<file path="src/include/uge_map.svh">
// uge_map.svh: offsets, field positions, reset values and timing counts of the USB global event block.
// assumes: included by its bare name; register indexes become byte addresses as index * 4.
//
// What this block does
// - reserved flag and enable bits read zero
// - line activity during suspend, except own resume, sets wake flag
// - wake flag with enable requests interrupt
// - bus reset end sets sticky flag
// - reset end flag with enable requests interrupt
// - each start of frame sets sticky flag
// - frame flag with enable requests interrupt
// - three milliseconds idle sets suspend flag
// - suspend flag with enable requests interrupt
// - reset end enable comes up set
`ifndef UGE_MAP_SVH
`define UGE_MAP_SVH

// register indexes
`define UGE_IDX_LINE_STATUS 8'hBC
`define UGE_IDX_EVENT_FLAGS 8'hBD
`define UGE_IDX_EVENT_ENABLES 8'hBE
`define UGE_IDX_EVENT_CLEAR 8'hBF

// field positions, shared by flags, enables and clear
`define UGE_BIT_WAKE 5
`define UGE_BIT_RESET_END 4
`define UGE_BIT_FRAME 3
`define UGE_BIT_SUSPEND 0

// line status fields
`define UGE_BIT_SUSPENDED 0
`define UGE_BIT_LINE_IDLE 1
`define UGE_BIT_IN_RESET 2
`define UGE_BIT_RESUMING 3

// writable positions and reset values
`define UGE_EVENT_MASK 8'h39
`define UGE_FLAGS_RESET 8'h00
`define UGE_ENABLES_RESET 8'h10

// timing
`define UGE_CLK_MHZ 10
`define UGE_SUSPEND_TIME_US 3000
`define UGE_SUSPEND_CYCLES (`UGE_SUSPEND_TIME_US * `UGE_CLK_MHZ)

`endif

</file>
<file path="src/include/uge_pkg.sv">
// uge_pkg.sv: types of the USB global event block.
// assumes: compiled before the design; used by scoped names only.
package uge_pkg;

	typedef enum logic [1:0] {
		UGE_LINK_ACTIVE,
		UGE_LINK_SUSPENDED,
		UGE_LINK_WAKING
	} uge_link_state_t;

	typedef logic [7:0] uge_reg_t;

endpackage : uge_pkg

</file>
<file path="src/logic/uge_irq.sv">
// uge_irq.sv: USB global event flags, their enables and the USB interrupt request.
// assumes: classic Wishbone master on clk_i; line inputs come from the serial engine's clock.
`include "uge_map.svh"
`timescale 1ns/1ns
`default_nettype none

module uge_irq #(
	parameter int unsigned SUSPEND_CYCLES = `UGE_SUSPEND_CYCLES
) (
	input  wire logic       clk_i,
	input  wire logic       rst_i,
	input  wire logic       cyc_i,
	input  wire logic       stb_i,
	input  wire logic       we_i,
	input  wire logic [9:0] adr_i,
	input  wire logic [3:0] sel_i,
	input  wire logic [31:0] dat_i,
	output logic      [31:0] dat_o,
	output logic             ack_o,
	input  wire logic       line_idle_i,
	input  wire logic       bus_reset_i,
	input  wire logic       frame_start_toggle_i,
	input  wire logic       upstream_resume_i,
	output logic            suspended_o,
	output logic            usb_irq_o
);

	// two-flop synchronisers for the line inputs
	logic [3:0] sync_a;
	logic [3:0] sync_b;
	logic       frame_prev;
	logic       reset_prev;

	always_ff @(posedge clk_i) begin
		if (rst_i) begin
			sync_a <= 4'h0;
			sync_b <= 4'h0;
		end else begin
			sync_a <= {upstream_resume_i, frame_start_toggle_i, bus_reset_i, line_idle_i};
			sync_b <= sync_a;
		end
	end

	logic line_idle;
	logic in_reset;
	logic frame_tgl;
	logic resuming;

	assign line_idle = sync_b[0];
	assign in_reset  = sync_b[1];
	assign frame_tgl = sync_b[2];
	assign resuming  = sync_b[3];

	always_ff @(posedge clk_i) begin
		if (rst_i) begin
			frame_prev <= 1'b0;
			reset_prev <= 1'b0;
		end else begin
			frame_prev <= frame_tgl;
			reset_prev <= in_reset;
		end
	end

	// event detection
	logic frame_event;
	logic reset_end_event;
	logic suspend_event;
	logic wake_event;

	assign frame_event     = frame_tgl ^ frame_prev;
	assign reset_end_event = reset_prev & ~in_reset;

	// idle counter for suspend
	logic [31:0]              idle_count;
	uge_pkg::uge_link_state_t link_state;

	always_ff @(posedge clk_i) begin
		if (rst_i) begin
			idle_count <= 32'h0000_0000;
		end else if (!line_idle || in_reset) begin
			idle_count <= 32'h0000_0000;
		end else if (idle_count < SUSPEND_CYCLES) begin
			idle_count <= idle_count + 32'h0000_0001;
		end
	end

	assign suspend_event = (link_state == uge_pkg::UGE_LINK_ACTIVE) && line_idle && !in_reset
		&& (idle_count == SUSPEND_CYCLES - 1);

	// own resume drives the line too, so it must not count as a wake
	assign wake_event = (link_state == uge_pkg::UGE_LINK_SUSPENDED) && !line_idle
		&& !resuming;

	always_ff @(posedge clk_i) begin
		if (rst_i) begin
			link_state <= uge_pkg::UGE_LINK_ACTIVE;
		end else begin
			case (link_state)
				uge_pkg::UGE_LINK_ACTIVE: begin
					if (suspend_event) begin
						link_state <= uge_pkg::UGE_LINK_SUSPENDED;
					end
				end
				uge_pkg::UGE_LINK_SUSPENDED: begin
					if (wake_event) begin
						link_state <= uge_pkg::UGE_LINK_WAKING;
					end else if (!line_idle) begin
						link_state <= uge_pkg::UGE_LINK_WAKING;
					end
				end
				uge_pkg::UGE_LINK_WAKING: begin
					if (line_idle || in_reset) begin
						link_state <= uge_pkg::UGE_LINK_ACTIVE;
					end
				end
				default: begin
					link_state <= uge_pkg::UGE_LINK_ACTIVE;
				end
			endcase
		end
	end

	// wishbone decode
	logic       req;
	logic       wr_take;
	logic [7:0] idx;
	logic       hit_status;
	logic       hit_flags;
	logic       hit_enables;
	logic       hit_clear;

	assign req     = cyc_i & stb_i;
	assign wr_take = req & we_i & ack_o & sel_i[0];
	assign idx     = adr_i[9:2];

	always_comb begin
		hit_status  = 1'b0;
		hit_flags   = 1'b0;
		hit_enables = 1'b0;
		hit_clear   = 1'b0;
		if (idx == `UGE_IDX_LINE_STATUS) begin
			hit_status = 1'b1;
		end else if (idx == `UGE_IDX_EVENT_FLAGS) begin
			hit_flags = 1'b1;
		end else if (idx == `UGE_IDX_EVENT_ENABLES) begin
			hit_enables = 1'b1;
		end else if (idx == `UGE_IDX_EVENT_CLEAR) begin
			hit_clear = 1'b1;
		end
	end

	// flags and enables
	uge_pkg::uge_reg_t usb_event_flags;
	uge_pkg::uge_reg_t usb_event_enables;
	uge_pkg::uge_reg_t set_bits;
	uge_pkg::uge_reg_t clr_bits;
	uge_pkg::uge_reg_t next_flags;

	always_comb begin
		set_bits = 8'h00;
		set_bits[`UGE_BIT_WAKE]      = wake_event;
		set_bits[`UGE_BIT_RESET_END] = reset_end_event;
		set_bits[`UGE_BIT_FRAME]     = frame_event;
		set_bits[`UGE_BIT_SUSPEND]   = suspend_event;
		clr_bits = 8'h00;
		if (wr_take && hit_flags) begin
			clr_bits = ~dat_i[7:0];
		end else if (wr_take && hit_clear) begin
			clr_bits = dat_i[7:0];
		end
		next_flags = ((usb_event_flags & ~clr_bits) | set_bits) & `UGE_EVENT_MASK;
	end

	always_ff @(posedge clk_i) begin
		if (rst_i) begin
			usb_event_flags <= `UGE_FLAGS_RESET;
		end else begin
			usb_event_flags <= next_flags;
		end
	end

	always_ff @(posedge clk_i) begin
		if (rst_i) begin
			usb_event_enables <= `UGE_ENABLES_RESET;
		end else if (wr_take && hit_enables) begin
			usb_event_enables <= dat_i[7:0] & `UGE_EVENT_MASK;
		end
	end

	// interrupt request, from next flags and next enables
	uge_pkg::uge_reg_t next_enables;

	always_comb begin
		next_enables = usb_event_enables;
		if (wr_take && hit_enables) begin
			next_enables = dat_i[7:0] & `UGE_EVENT_MASK;
		end
	end

	always_ff @(posedge clk_i) begin
		if (rst_i) begin
			usb_irq_o <= 1'b0;
		end else begin
			usb_irq_o <= |(next_flags & next_enables);
		end
	end

	always_ff @(posedge clk_i) begin
		if (rst_i) begin
			suspended_o <= 1'b0;
		end else begin
			suspended_o <= (link_state == uge_pkg::UGE_LINK_SUSPENDED);
		end
	end

	// bus answer, one cycle after the request
	uge_pkg::uge_reg_t rd_val;

	always_comb begin
		rd_val = 8'h00;
		if (hit_status) begin
			rd_val[`UGE_BIT_SUSPENDED] = (link_state == uge_pkg::UGE_LINK_SUSPENDED);
			rd_val[`UGE_BIT_LINE_IDLE] = line_idle;
			rd_val[`UGE_BIT_IN_RESET]  = in_reset;
			rd_val[`UGE_BIT_RESUMING]  = resuming;
		end else if (hit_flags) begin
			rd_val = usb_event_flags;
		end else if (hit_enables) begin
			rd_val = usb_event_enables;
		end
	end

	always_ff @(posedge clk_i) begin
		if (rst_i) begin
			ack_o <= 1'b0;
			dat_o <= 32'h0000_0000;
		end else begin
			ack_o <= req & ~ack_o;
			if (req && !ack_o && !we_i) begin
				dat_o <= {24'h00_0000, rd_val};
			end
		end
	end

endmodule : uge_irq

`default_nettype wire

</file>
<file path="config.mk">
export PLATFORM = sky130hd
export DESIGN_NAME = uge_irq
export DESIGN_NICKNAME = d
export VERILOG_FILES = /design/src/include/uge_pkg.sv /design/src/logic/uge_irq.sv
export VERILOG_INCLUDE_DIRS = /design/src /design/src/include
export SDC_FILE = /design/constraint.sdc
export NUM_CORES = 1
export LEC_CHECK = 0
export ABC_AREA = 1
export ABC_CLOCK_PERIOD_IN_PS = 1300
export BUFFER_PORTS_ARGS = -buffer_cell sky130_fd_sc_hd__buf_2
export CELL_PAD_IN_SITES_DETAIL_PLACEMENT = 1
export CELL_PAD_IN_SITES_GLOBAL_PLACEMENT = 1
export CORE_MARGIN = 5
export CORE_UTILIZATION = 31
export CTS_BUF_LIST = sky130_fd_sc_hd__clkbuf_16
export DETAILED_ROUTE_END_ITERATION = 10
export PLACE_DENSITY_LB_ADDON = 0.3
export SLEW_MARGIN = 20
export SYNTH_ARGS = -nofsm -noshare
export SYNTH_HDL_FRONTEND = slang
export SYNTH_SLANG_ARGS = --single-unit
</file>
<file path="constraint.sdc">
create_clock -name clk_i -period 1.3 [get_ports clk_i]
set_input_delay 0.13 -clock clk_i [delete_from_list [all_inputs] [get_ports clk_i]]
set_output_delay 0.13 -clock clk_i [all_outputs]
set_load 0.1 [all_outputs]
</file>
==> impl_metrics.ini, run 1 <==
[synth]
synth_commonest_cells = nand2_1 (88), nor2_1 (64), dfxtp_1 (61)
yosys.cell_count.top_type = nand2_1
synth_mux_area_share_pct = 0
synth_top_area_share_pct = 43.22
synth_seq_area_share_pct = 43.22
ys_types = 28
synth-main-ff-cell = dfxtp_1
synth_area_sq_um = 2825
yosys.area_share.adder_pct = 0.4429
synth_area_per_cell_sq_um = 7.171
yosysTopAreaCell = dfxtp_1
yosys.area_share.simple_pct = 29.32
synth_top_family_by_area = simple AND/OR/NAND/NOR gates
ys_seq_elements = 61
synthXorXnorAreaFrac_pct = 4.340
synth_edf_count = 0
synth_area_leaders = dfxtp_1 (43%), nand2_1 (12%), nor2_1 (8.5%)
yosys_warnings = 0
syn_inst = 394
async_flop_share_pct = 0
synth-compound-area-share_pct = 7.130

[sta]
slew_violations = 0
finalSetupViolations = 19
fin_crit_ps = 1423
fin_ws_ps = -123.5
fmax_mhz = 702.5
rsz0062_at_grt = yes
hold_viol_final = 0
tns_ps = -1161
period_share_pct = 109.5
skew_ps = 6.187

[power]
leakagePower_nw = 1.641
ir_drop_mv = 0.7819
powerDensity_nw_per_um2 = 1272
finalPower_mw = 4.927

[floorplanning]
start_util_pct = 32.08
dieArea_sq_um = 11120
core_area_sq_um = 8806
die_w_microns = 105.5
dieHeight_microns = 105.5
std_cell_rows = 34
io_pins = 90

[detailed_routing]
drt_wl_total_microns = 7634
ant_nets = 0
drt-initial-drc-count = 57
avgRoutedWirePerCell_microns = 12.81
drc_errors = 0
route.vias.total = 2645
drt_pass1_iterations = 4
via_per_inst = 4.438

[cells_and_area]
fill_cells = 1087
nets = 539
area_delta_synth_final_pct = 37.11
antenna_cells = 0
drive_gt1_share_pct = 31.15

[global_routing]
grt_pass1_vias = 2820
grt.total_usage_pct = 14.30
grt_max_degree = 19
grt-ovfl-total = 0
grt_pass1_wl_microns = 12920
antenna_found_initial = 0

[clock_network]
clk_latency_ps = 330
cts_max_path_buffers = 2
root_buffer = clkbuf_16
cts_tree = done
cts_num_sinks = 61
clk_pin_slew_worst_paths_ps = 50
h-tree-depth = 3
cts_made_buffers = 9

[critical_path]
cp.required_ps = 1570
path_cells = nand3_4 -> nor2_4 -> buf_12 -> inv_8 -> nor2_4 -> nand2_2 -> nand2_1 -> nand2_1 -> nand2_2 -> nor2_2 -> nor2_1
end_kind = register
crit_family = simple AND/OR/NAND/NOR gates
cp-start-kind = register
crit_slowest_cell = dfxtp_4
critPathMaxFanout = 9
critPathKind = reg2reg
path_buf_inv = 2
cpPeakStageDelay_ps = 350
cp.arrival_ps = 1690

[placed_design]
dp_hpwl_microns = 5566
io_buffers = 30
gp_congestion = 0.8199

[status]
status = finished with violations
violations = setup timing

[min_path]
hold_class = in2reg

[job]
drv_cap = 0
layer usage:
| layer | GRT usage, % | routed length (microns) |
|---|---|---|
| met4 | 6.186 | 134 |
| met1 | 17.15 | 3452 |
| met5 | 0 | 0 |
| met3 | 2.995 | 223 |
| met2 | 24.68 | 3823 |
through the flow:
| step | hold WS, ps | cell area, sq um | std cells | setup slack (ps) | util [%] |
|---|---|---|---|---|---|
| 6_report | 8.117 | 3874 | 596 | -123.5 | 43.99 |
| 5_1_grt | 20.62 | 3874 | 596 | -234.7 | 43.99 |
| 3_5_place_dp | 337.8 | 3371 | 574 | -182.4 | 38.28 |
| 4_1_cts | 4.061 | 3809 | 595 | -91.62 | 43.25 |
| 3_3_place_gp | 329.3 | 3371 | 574 | -124.2 | 38.28 |
| 2_1_floorplan | 237.0 | 2943 | 419 | -181.6 | - |
registers in the layout, indices dropped and copies added (netlist names):
register           count
idle_count            32
usb_event_flags        4
sync_b                 4
link_state             2
usb_event_enables      4
usb_irq_o              1
sync_a                 4
suspended_o            1
frame_prev             1
reset_prev             1
dat_o                  6
ack_o                  1
report_power, final:
| group | switching [mW] | leakage, nW | internal [mW] |
|---|---|---|---|
| Sequential | 0.0131 | 0.500 | 1.89 |
| Combinational | 0.463 | 0.988 | 0.0851 |
| Clock | 0.823 | 0.153 | 1.65 |
| Total | 1.30 | 1.64 | 3.63 |
what timing repair did:
action / in CTS / in global routing
setup endpoints to repair: 24 / 27
resized for setup: 31 / 19
setup buffers: 2 / 1
hold endpoints to repair: 3 / 0
pin swaps: 8 / 5
hold buffers: 3 / 0
tightest hold or removal path, cell delays in order:
cell and delay (ps):
buf_2 70, inv_1 30, nor2_1 60
worst paths after layout:
kind / start / end / slack [ps] / cells after the start
worst min register to register: sync_a[1]$_SDFF_PP0_ / sync_b[1]$_SDFF_PP0_ / 410 / 2
worst max register to register: ack_o$_SDFF_PP0_ / usb_irq_o$_SDFF_PP0_ / -120 / 11
worst max-delay path: ack_o$_SDFF_PP0_ / usb_irq_o$_SDFF_PP0_ / -120 / 11
worst min-delay path: bus_reset_i / sync_a[1]$_SDFF_PP0_ / 8 / 3
logic make-up (layout without fill, tap and decap cells):
kind of cell    after synthesis  count (layout)
simple gates                195             195
buf+inv                      86             155
flops                        61              61
compound gates               36              36
xor+xnor                     14              14
fa+ha+maj                     1               1
other cells                   1              26
placed cells by master (no fill, tap or decap), types with 6 or more instances in the layout:
cell type  count
a21oi_1       19
buf_2         28
buf_4         53
clkbuf_16      9
conb_1        26
dfxtp_1       50
dfxtp_2       10
inv_1         47
nand2_1       83
nand2_2        7
nand3_1       13
nand4_1       10
nor2_1        56
nor2_2         9
nor3_1         6
xnor2_1        8
xor2_1         6
final cells by class:
| type | instances | area (sq um) | area share [%] |
|---|---|---|---|
| timing repair buffer | 87 | 606.8 | 15.67 |
| tap | 108 | 135.1 | 3.488 |
| multi-input combinational | 272 | 1379 | 35.59 |
| sequential | 61 | 1237 | 31.94 |
| inverter | 52 | 207.7 | 5.362 |
| clock inverter | 7 | 82.58 | 2.132 |
| clock buffer | 9 | 225.2 | 5.814 |
Note: power is estimated with default switching activity, not from simulation.
==> run 2: changes to the inputs <==
--- a/config.mk
+++ b/config.mk
@@ -12,7 +12,7 @@
 export CELL_PAD_IN_SITES_DETAIL_PLACEMENT = 1
 export CELL_PAD_IN_SITES_GLOBAL_PLACEMENT = 1
 export CORE_MARGIN = 5
-export CORE_UTILIZATION = 31
+export CORE_UTILIZATION = 32
 export CTS_BUF_LIST = sky130_fd_sc_hd__clkbuf_16
 export DETAILED_ROUTE_END_ITERATION = 10
 export PLACE_DENSITY_LB_ADDON = 0.3
==> run 2 against run 1 <==
  * The flow still finishes with violations (setup timing)
  * First-iteration DRC count grew 28%
  * Total power shrank 0.99%
  * Cell area grew 4.5%
  * Sequential cell count is the same
  * Combinational power shrank 0.9%
  * Routed wire length grew 9.7%
  * Non-clock buffer count grew 4
  * Core utilization grew 2.7 points
  * Global-route usage grew 0.71 points
  * Critical path depth shrank 1
==> impl_metrics.ini, run 2 (same netlist as run 1, synthesis figures left out) <==
[clock_network]
root_buffer = clkbuf_16
cts_tree = done
cts_num_sinks = 61
clk_latency_ps = 320
cts_made_buffers = 9
clk_pin_slew_worst_paths_ps = 60
cts_max_path_buffers = 2
h-tree-depth = 3

[critical_path]
end_kind = register
cp.required_ps = 1510
critPathMaxFanout = 8
cp.arrival_ps = 1680
cp-start-kind = register
critPathKind = reg2reg

[placed_design]
io_buffers = 30
dpl_cell_area_sq_um = 3376
gp_congestion = 0.8078
dp_hpwl_microns = 5584

[detailed_routing]
via_per_inst = 4.509
route.vias.total = 2710
avgRoutedWirePerCell_microns = 13.93
drt-initial-drc-count = 73
drt_pass1_iterations = 4
drc_errors = 0
ant_nets = 0
drt_wl_total_microns = 8371

[power]
intPower_mw = 3.558
finalPower_mw = 4.878
leakagePower_nw = 1.817
p_seq_share_pct = 39.0
powerDensity_nw_per_um2 = 1205
combPwrFrac_pct = 11.1
ir_drop_mv = 0.7406
switching_share_pct = 27.07
pwr-share-clk_pct = 49.9
p_switching_mw = 1.321

[status]
violations = setup timing
status = finished with violations

[sta]
hold_slack_ps = 9.668
hold_viol_final = 0
rsz0062_at_grt = yes
slew_violations = 0
fin_ws_ps = -171.2
period_share_pct = 113.2
finalSetupViolations = 22
fin_crit_ps = 1471
fmax_mhz = 679.7
skew_ps = 8.445

[cells_and_area]
largest_reg_flops = 32
register_area_sq_um = 1251
nets = 544
reg.largest.list = idle_count: 32 flops, dat_o: 6 flops
final_common_cell = nand2_1
finish.instance_area_sq_um = 4048
layout.cells.most_common_list = nand2_1 (69), buf_4 (56), nor2_1 (54)
antenna_cells = 0
multiInputGateArea_sq_um = 1481
top_register = idle_count
drive_gt1_share_pct = 37.32
area_delta_synth_final_pct = 43.27
fill_cells = 1095

[global_routing]
grt.total_usage_pct = 15.02
grt_pass1_vias = 2868
grt_pass1_wl_microns = 13370
grt-ovfl-total = 0
grt_max_degree = 22
antenna_found_initial = 0

[job]
drv_cap = 0

[floorplanning]
die_w_microns = 104.0
start_util_pct = 32.55
dieArea_sq_um = 10810
core_area_sq_um = 8678
dieHeight_microns = 104.0
io_pins = 90
std_cell_rows = 34

[min_path]
hold_class = in2reg
[run 2: cell types whose count changed in the layout (fill, tap and decap cells not counted), sizes merged]
cell / before / now
dlygate4sd3: 3 / 1
bufinv: 2 / 1
clkinvlp: 1 / 3
buf: 83 / 90
inv: 53 / 51
clkinv: 3 / 4
[run 2: worst max-delay path, cell delays in order (launching register included)]
cell	delay [ps]
dfxtp_2	320
inv_2	50
nand2_4	70
nor2_4	50
nand2_2	90
nand2_2	50
nor3_2	250
nand2_4	130
buf_12	180
xor2_1	130
nor2_1	50
[run 2: worst paths after layout]
kind / start / to / slack, ps / cells past startpoint
max reg2reg: idle_count[15]$_SDFFE_PP0N_ / idle_count[0]$_SDFFE_PP0N_ / -170 / 10
max: idle_count[15]$_SDFFE_PP0N_ / idle_count[0]$_SDFFE_PP0N_ / -170 / 10
min reg2reg: sync_a[0]$_SDFF_PP0_ / sync_b[0]$_SDFF_PP0_ / 410 / 2
min: frame_start_toggle_i / sync_a[2]$_SDFF_PP0_ / 10 / 3
[run 2: area by class of cell]
type / instances / area share, %
Inverter: 52 / 5.008
Timing Repair Buffer: 91 / 16.26
Clock inverter: 6 / 1.484
Sequential cell: 61 / 30.91
Multi-Input combinational cell: 272 / 36.60
Clock buffer: 10 / 6.182
Tap cell: 108 / 3.338
Timing Repair inverter: 1 / 0.2164
[run 2: per-layer routing]
layer,part of all wire (%),global-route usage (%)
met5,0,0
met4,1.9,6.568
met3,3.3,3.290
met1,43,17.48
met2,51,26.28
[run 2: through the flow]
stage	instances	TNS [ps]	util (%)	setup WS, ps
3_3_place_gp	573	-1838	38.90	-122.7
3_5_place_dp	573	-2594	38.90	-171.9
5_1_grt	601	-3998	46.64	-264.9
4_1_cts	595	-951.2	44.09	-109.2
2_1_floorplan	419	-675.6	-	-181.6
6_report	601	-1872	46.64	-171.2
[run 2: power groups by stage]
stage / combinational, mW / sequential, mW / clock (mW)
6_report: 0.543 / 1.90 / 2.43
5_1_grt: 0.569 / 1.90 / 2.59
4_1_cts: 0.538 / 1.90 / 2.49
3_5_place_dp: 0.531 / 1.95 / 0
3_3_place_gp: 0.526 / 1.94 / 0
2_1_floorplan: 0.458 / 1.98 / 0
[run 2: repair_timing]
action	in CTS	in global routing
gates cloned	0	1
hold buffers	1	0
gates resized for setup	31	57
hold endpoints to repair	1	0
pin swaps	9	20
setup buffers	5	5
setup endpoints to repair	25	26
==> run 3: changes to the inputs <==
--- a/config.mk
+++ b/config.mk
@@ -11,6 +11,7 @@
 export BUFFER_PORTS_ARGS = -buffer_cell sky130_fd_sc_hd__buf_2
 export CELL_PAD_IN_SITES_DETAIL_PLACEMENT = 1
 export CELL_PAD_IN_SITES_GLOBAL_PLACEMENT = 1
+export CORE_ASPECT_RATIO = 2
 export CORE_MARGIN = 5
 export CORE_UTILIZATION = 32
 export CTS_BUF_LIST = sky130_fd_sc_hd__clkbuf_16
==> run 3 against run 2 <==
  * The flow still finishes with violations (setup timing)
  * Maximum frequency up 2.7%
  * Sequential cell count is the same
  * Global-route usage is 0.10 points higher
  * Via count decreased by 1.3%
  * Sequential power is essentially flat
  * Clock-buffer cell count down 1
  * Cell area fell by 4.3%
==> impl_metrics.ini, run 3 (same netlist as run 1, synthesis figures left out) <==
[status]
status = finished with violations
violations = setup timing

[floorplanning]
start_util_pct = 32.67
io_pins = 90
std_cell_rows = 48
die_w_microns = 76.44
dieArea_sq_um = 10920
dieHeight_microns = 142.9
core_area_sq_um = 8648

[cells_and_area]
nets = 536
area_delta_synth_final_pct = 37.11
multiInputGateArea_sq_um = 1409
instances_no_fill = 585
largest_reg_flops = 32
fill_cells = 1120
layout.cells.most_common_list = nand2_1 (80), nor2_1 (55), dfxtp_1 (51)
top_register = idle_count
reg.largest.list = idle_count: 32 flops, dat_o: 6 flops
antenna_cells = 0
drive_gt1_share_pct = 31.75
final_common_cell = nand2_1
register_area_sq_um = 1236

[global_routing]
grt-ovfl-total = 0
antenna_found_initial = 0
grt_max_degree = 17
grt.total_usage_pct = 15.12
grt_pass1_wl_microns = 13010
grt_pass1_vias = 2842

[sta]
skew_ps = 2.023
tns_ps = -1362
hold_viol_final = 0
fin_crit_ps = 1432
finalSetupViolations = 18
hold_slack_ps = 3.962
slew_violations = 0
rsz0062_at_grt = yes
period_share_pct = 110.2
fin_ws_ps = -132.0
fmax_mhz = 698.3

[detailed_routing]
drc_errors = 0
route.vias.total = 2676
ant_nets = 0
drt-initial-drc-count = 69
drt_wl_total_microns = 8005
via_per_inst = 4.574
drt_pass1_iterations = 4
avgRoutedWirePerCell_microns = 13.68

[power]
leakagePower_nw = 1.629
pwr-share-clk_pct = 50.5
ir_drop_mv = 1.078
p_switching_mw = 1.331
p_seq_share_pct = 38.3
powerDensity_nw_per_um2 = 1284
intPower_mw = 3.641
combPwrFrac_pct = 11.2
switching_share_pct = 26.78

[critical_path]
cp-start-kind = register
cp.required_ps = 1520
cpPeakStageDelay_ps = 320
crit_slowest_cell = dfxtp_2
critPathMaxFanout = 14
end_kind = register
path_cells = nor2_2 -> nand4_1 -> nor3_2 -> nand2_2 -> buf_12 -> o21ai_1 -> nor2_1
cp.arrival_ps = 1650
critPathKind = reg2reg

[placed_design]
dp_hpwl_microns = 5906
gp_congestion = 0.8359
dp.cells = 559
io_buffers = 30

[clock_network]
cts_tree = done
cts_max_path_buffers = 2
cts_made_buffers = 9
root_buffer = clkbuf_16
h-tree-depth = 3
cts_num_sinks = 61
clk_pin_slew_worst_paths_ps = 50
clk_latency_ps = 330

[min_path]
hold_class = in2reg

[job]
drv_cap = 0
[run 3: power groups by stage]
stage                     Clock [mW]  Combinational, mW  Sequential, mW
after floorplan                    0              0.458            1.98
after global placement             0              0.521            1.94
after detailed placement           0              0.526            1.94
after CTS                       2.58              0.549            1.90
after global routing            2.66              0.582            1.91
final                           2.51              0.556            1.91
[run 3: worst paths after layout]
kind                            cells past startpoint                         from  slack, ps                          to
worst max-delay path                                7  idle_count[20]$_SDFFE_PP0N_       -130  idle_count[1]$_SDFFE_PP0N_
worst min-delay path                                3                  bus_reset_i          4        sync_a[1]$_SDFF_PP0_
worst max register to register                      7  idle_count[20]$_SDFFE_PP0N_       -130  idle_count[1]$_SDFFE_PP0N_
worst min register to register                      2         sync_a[0]$_SDFF_PP0_        410        sync_b[0]$_SDFF_PP0_
[run 3: area by class of cell]
cell class | instances | area share [%]
Clock buffer | 9 | 5.814
Clock inverter | 7 | 2.293
Inverter | 52 | 5.265
Multi-Input combinational cell | 273 | 36.37
Sequential cell | 61 | 31.91
Tap cell | 100 | 3.230
Timing Repair Buffer | 83 | 15.12
[run 3: metrics by stage]
stage                     area, sq um  power [mW]  util [%]  setup slack [ps]
after global placement           3321       2.464     38.40            -177.3
after detailed placement         3321       2.471     38.40            -216.6
after floorplan                  2943       2.438         -            -181.6
after global routing             3874       5.149     44.79            -274.5
final                            3874       4.972     44.79            -132.0
after CTS                        3829       5.035     44.27            -120.8
[run 3: critical path: cells and delay by family (launching register included)]
kind / cells / cell delay (ps)
AO/OA/AOI/OAI: 1 / 140
buffers and inverters: 1 / 170
AND/OR/NAND/NOR: 5 / 690
flip-flops: 1 / 320
[run 3: timing repair]
action                                  in CTS  in global routing
endpoints found under the hold margin        3                  0
hold buffers                                 3                  0
gates resized for setup                     38                 16
buffers inserted                             5                  3
endpoints found under the setup margin      24                 23
cloned                                       1                  0
pin swaps                                   21                 12
[run 3: metal layers]
layer | up-vias | GRT usage [%] | routed length, microns
met1 | 1281 | 12.67 | 2506
met5 | - | 0 | 0
met3 | 9 | 3.030 | 237
li1 | 1346 | - | -
met2 | 40 | 32.10 | 5098
met4 | 0 | 7.005 | 162
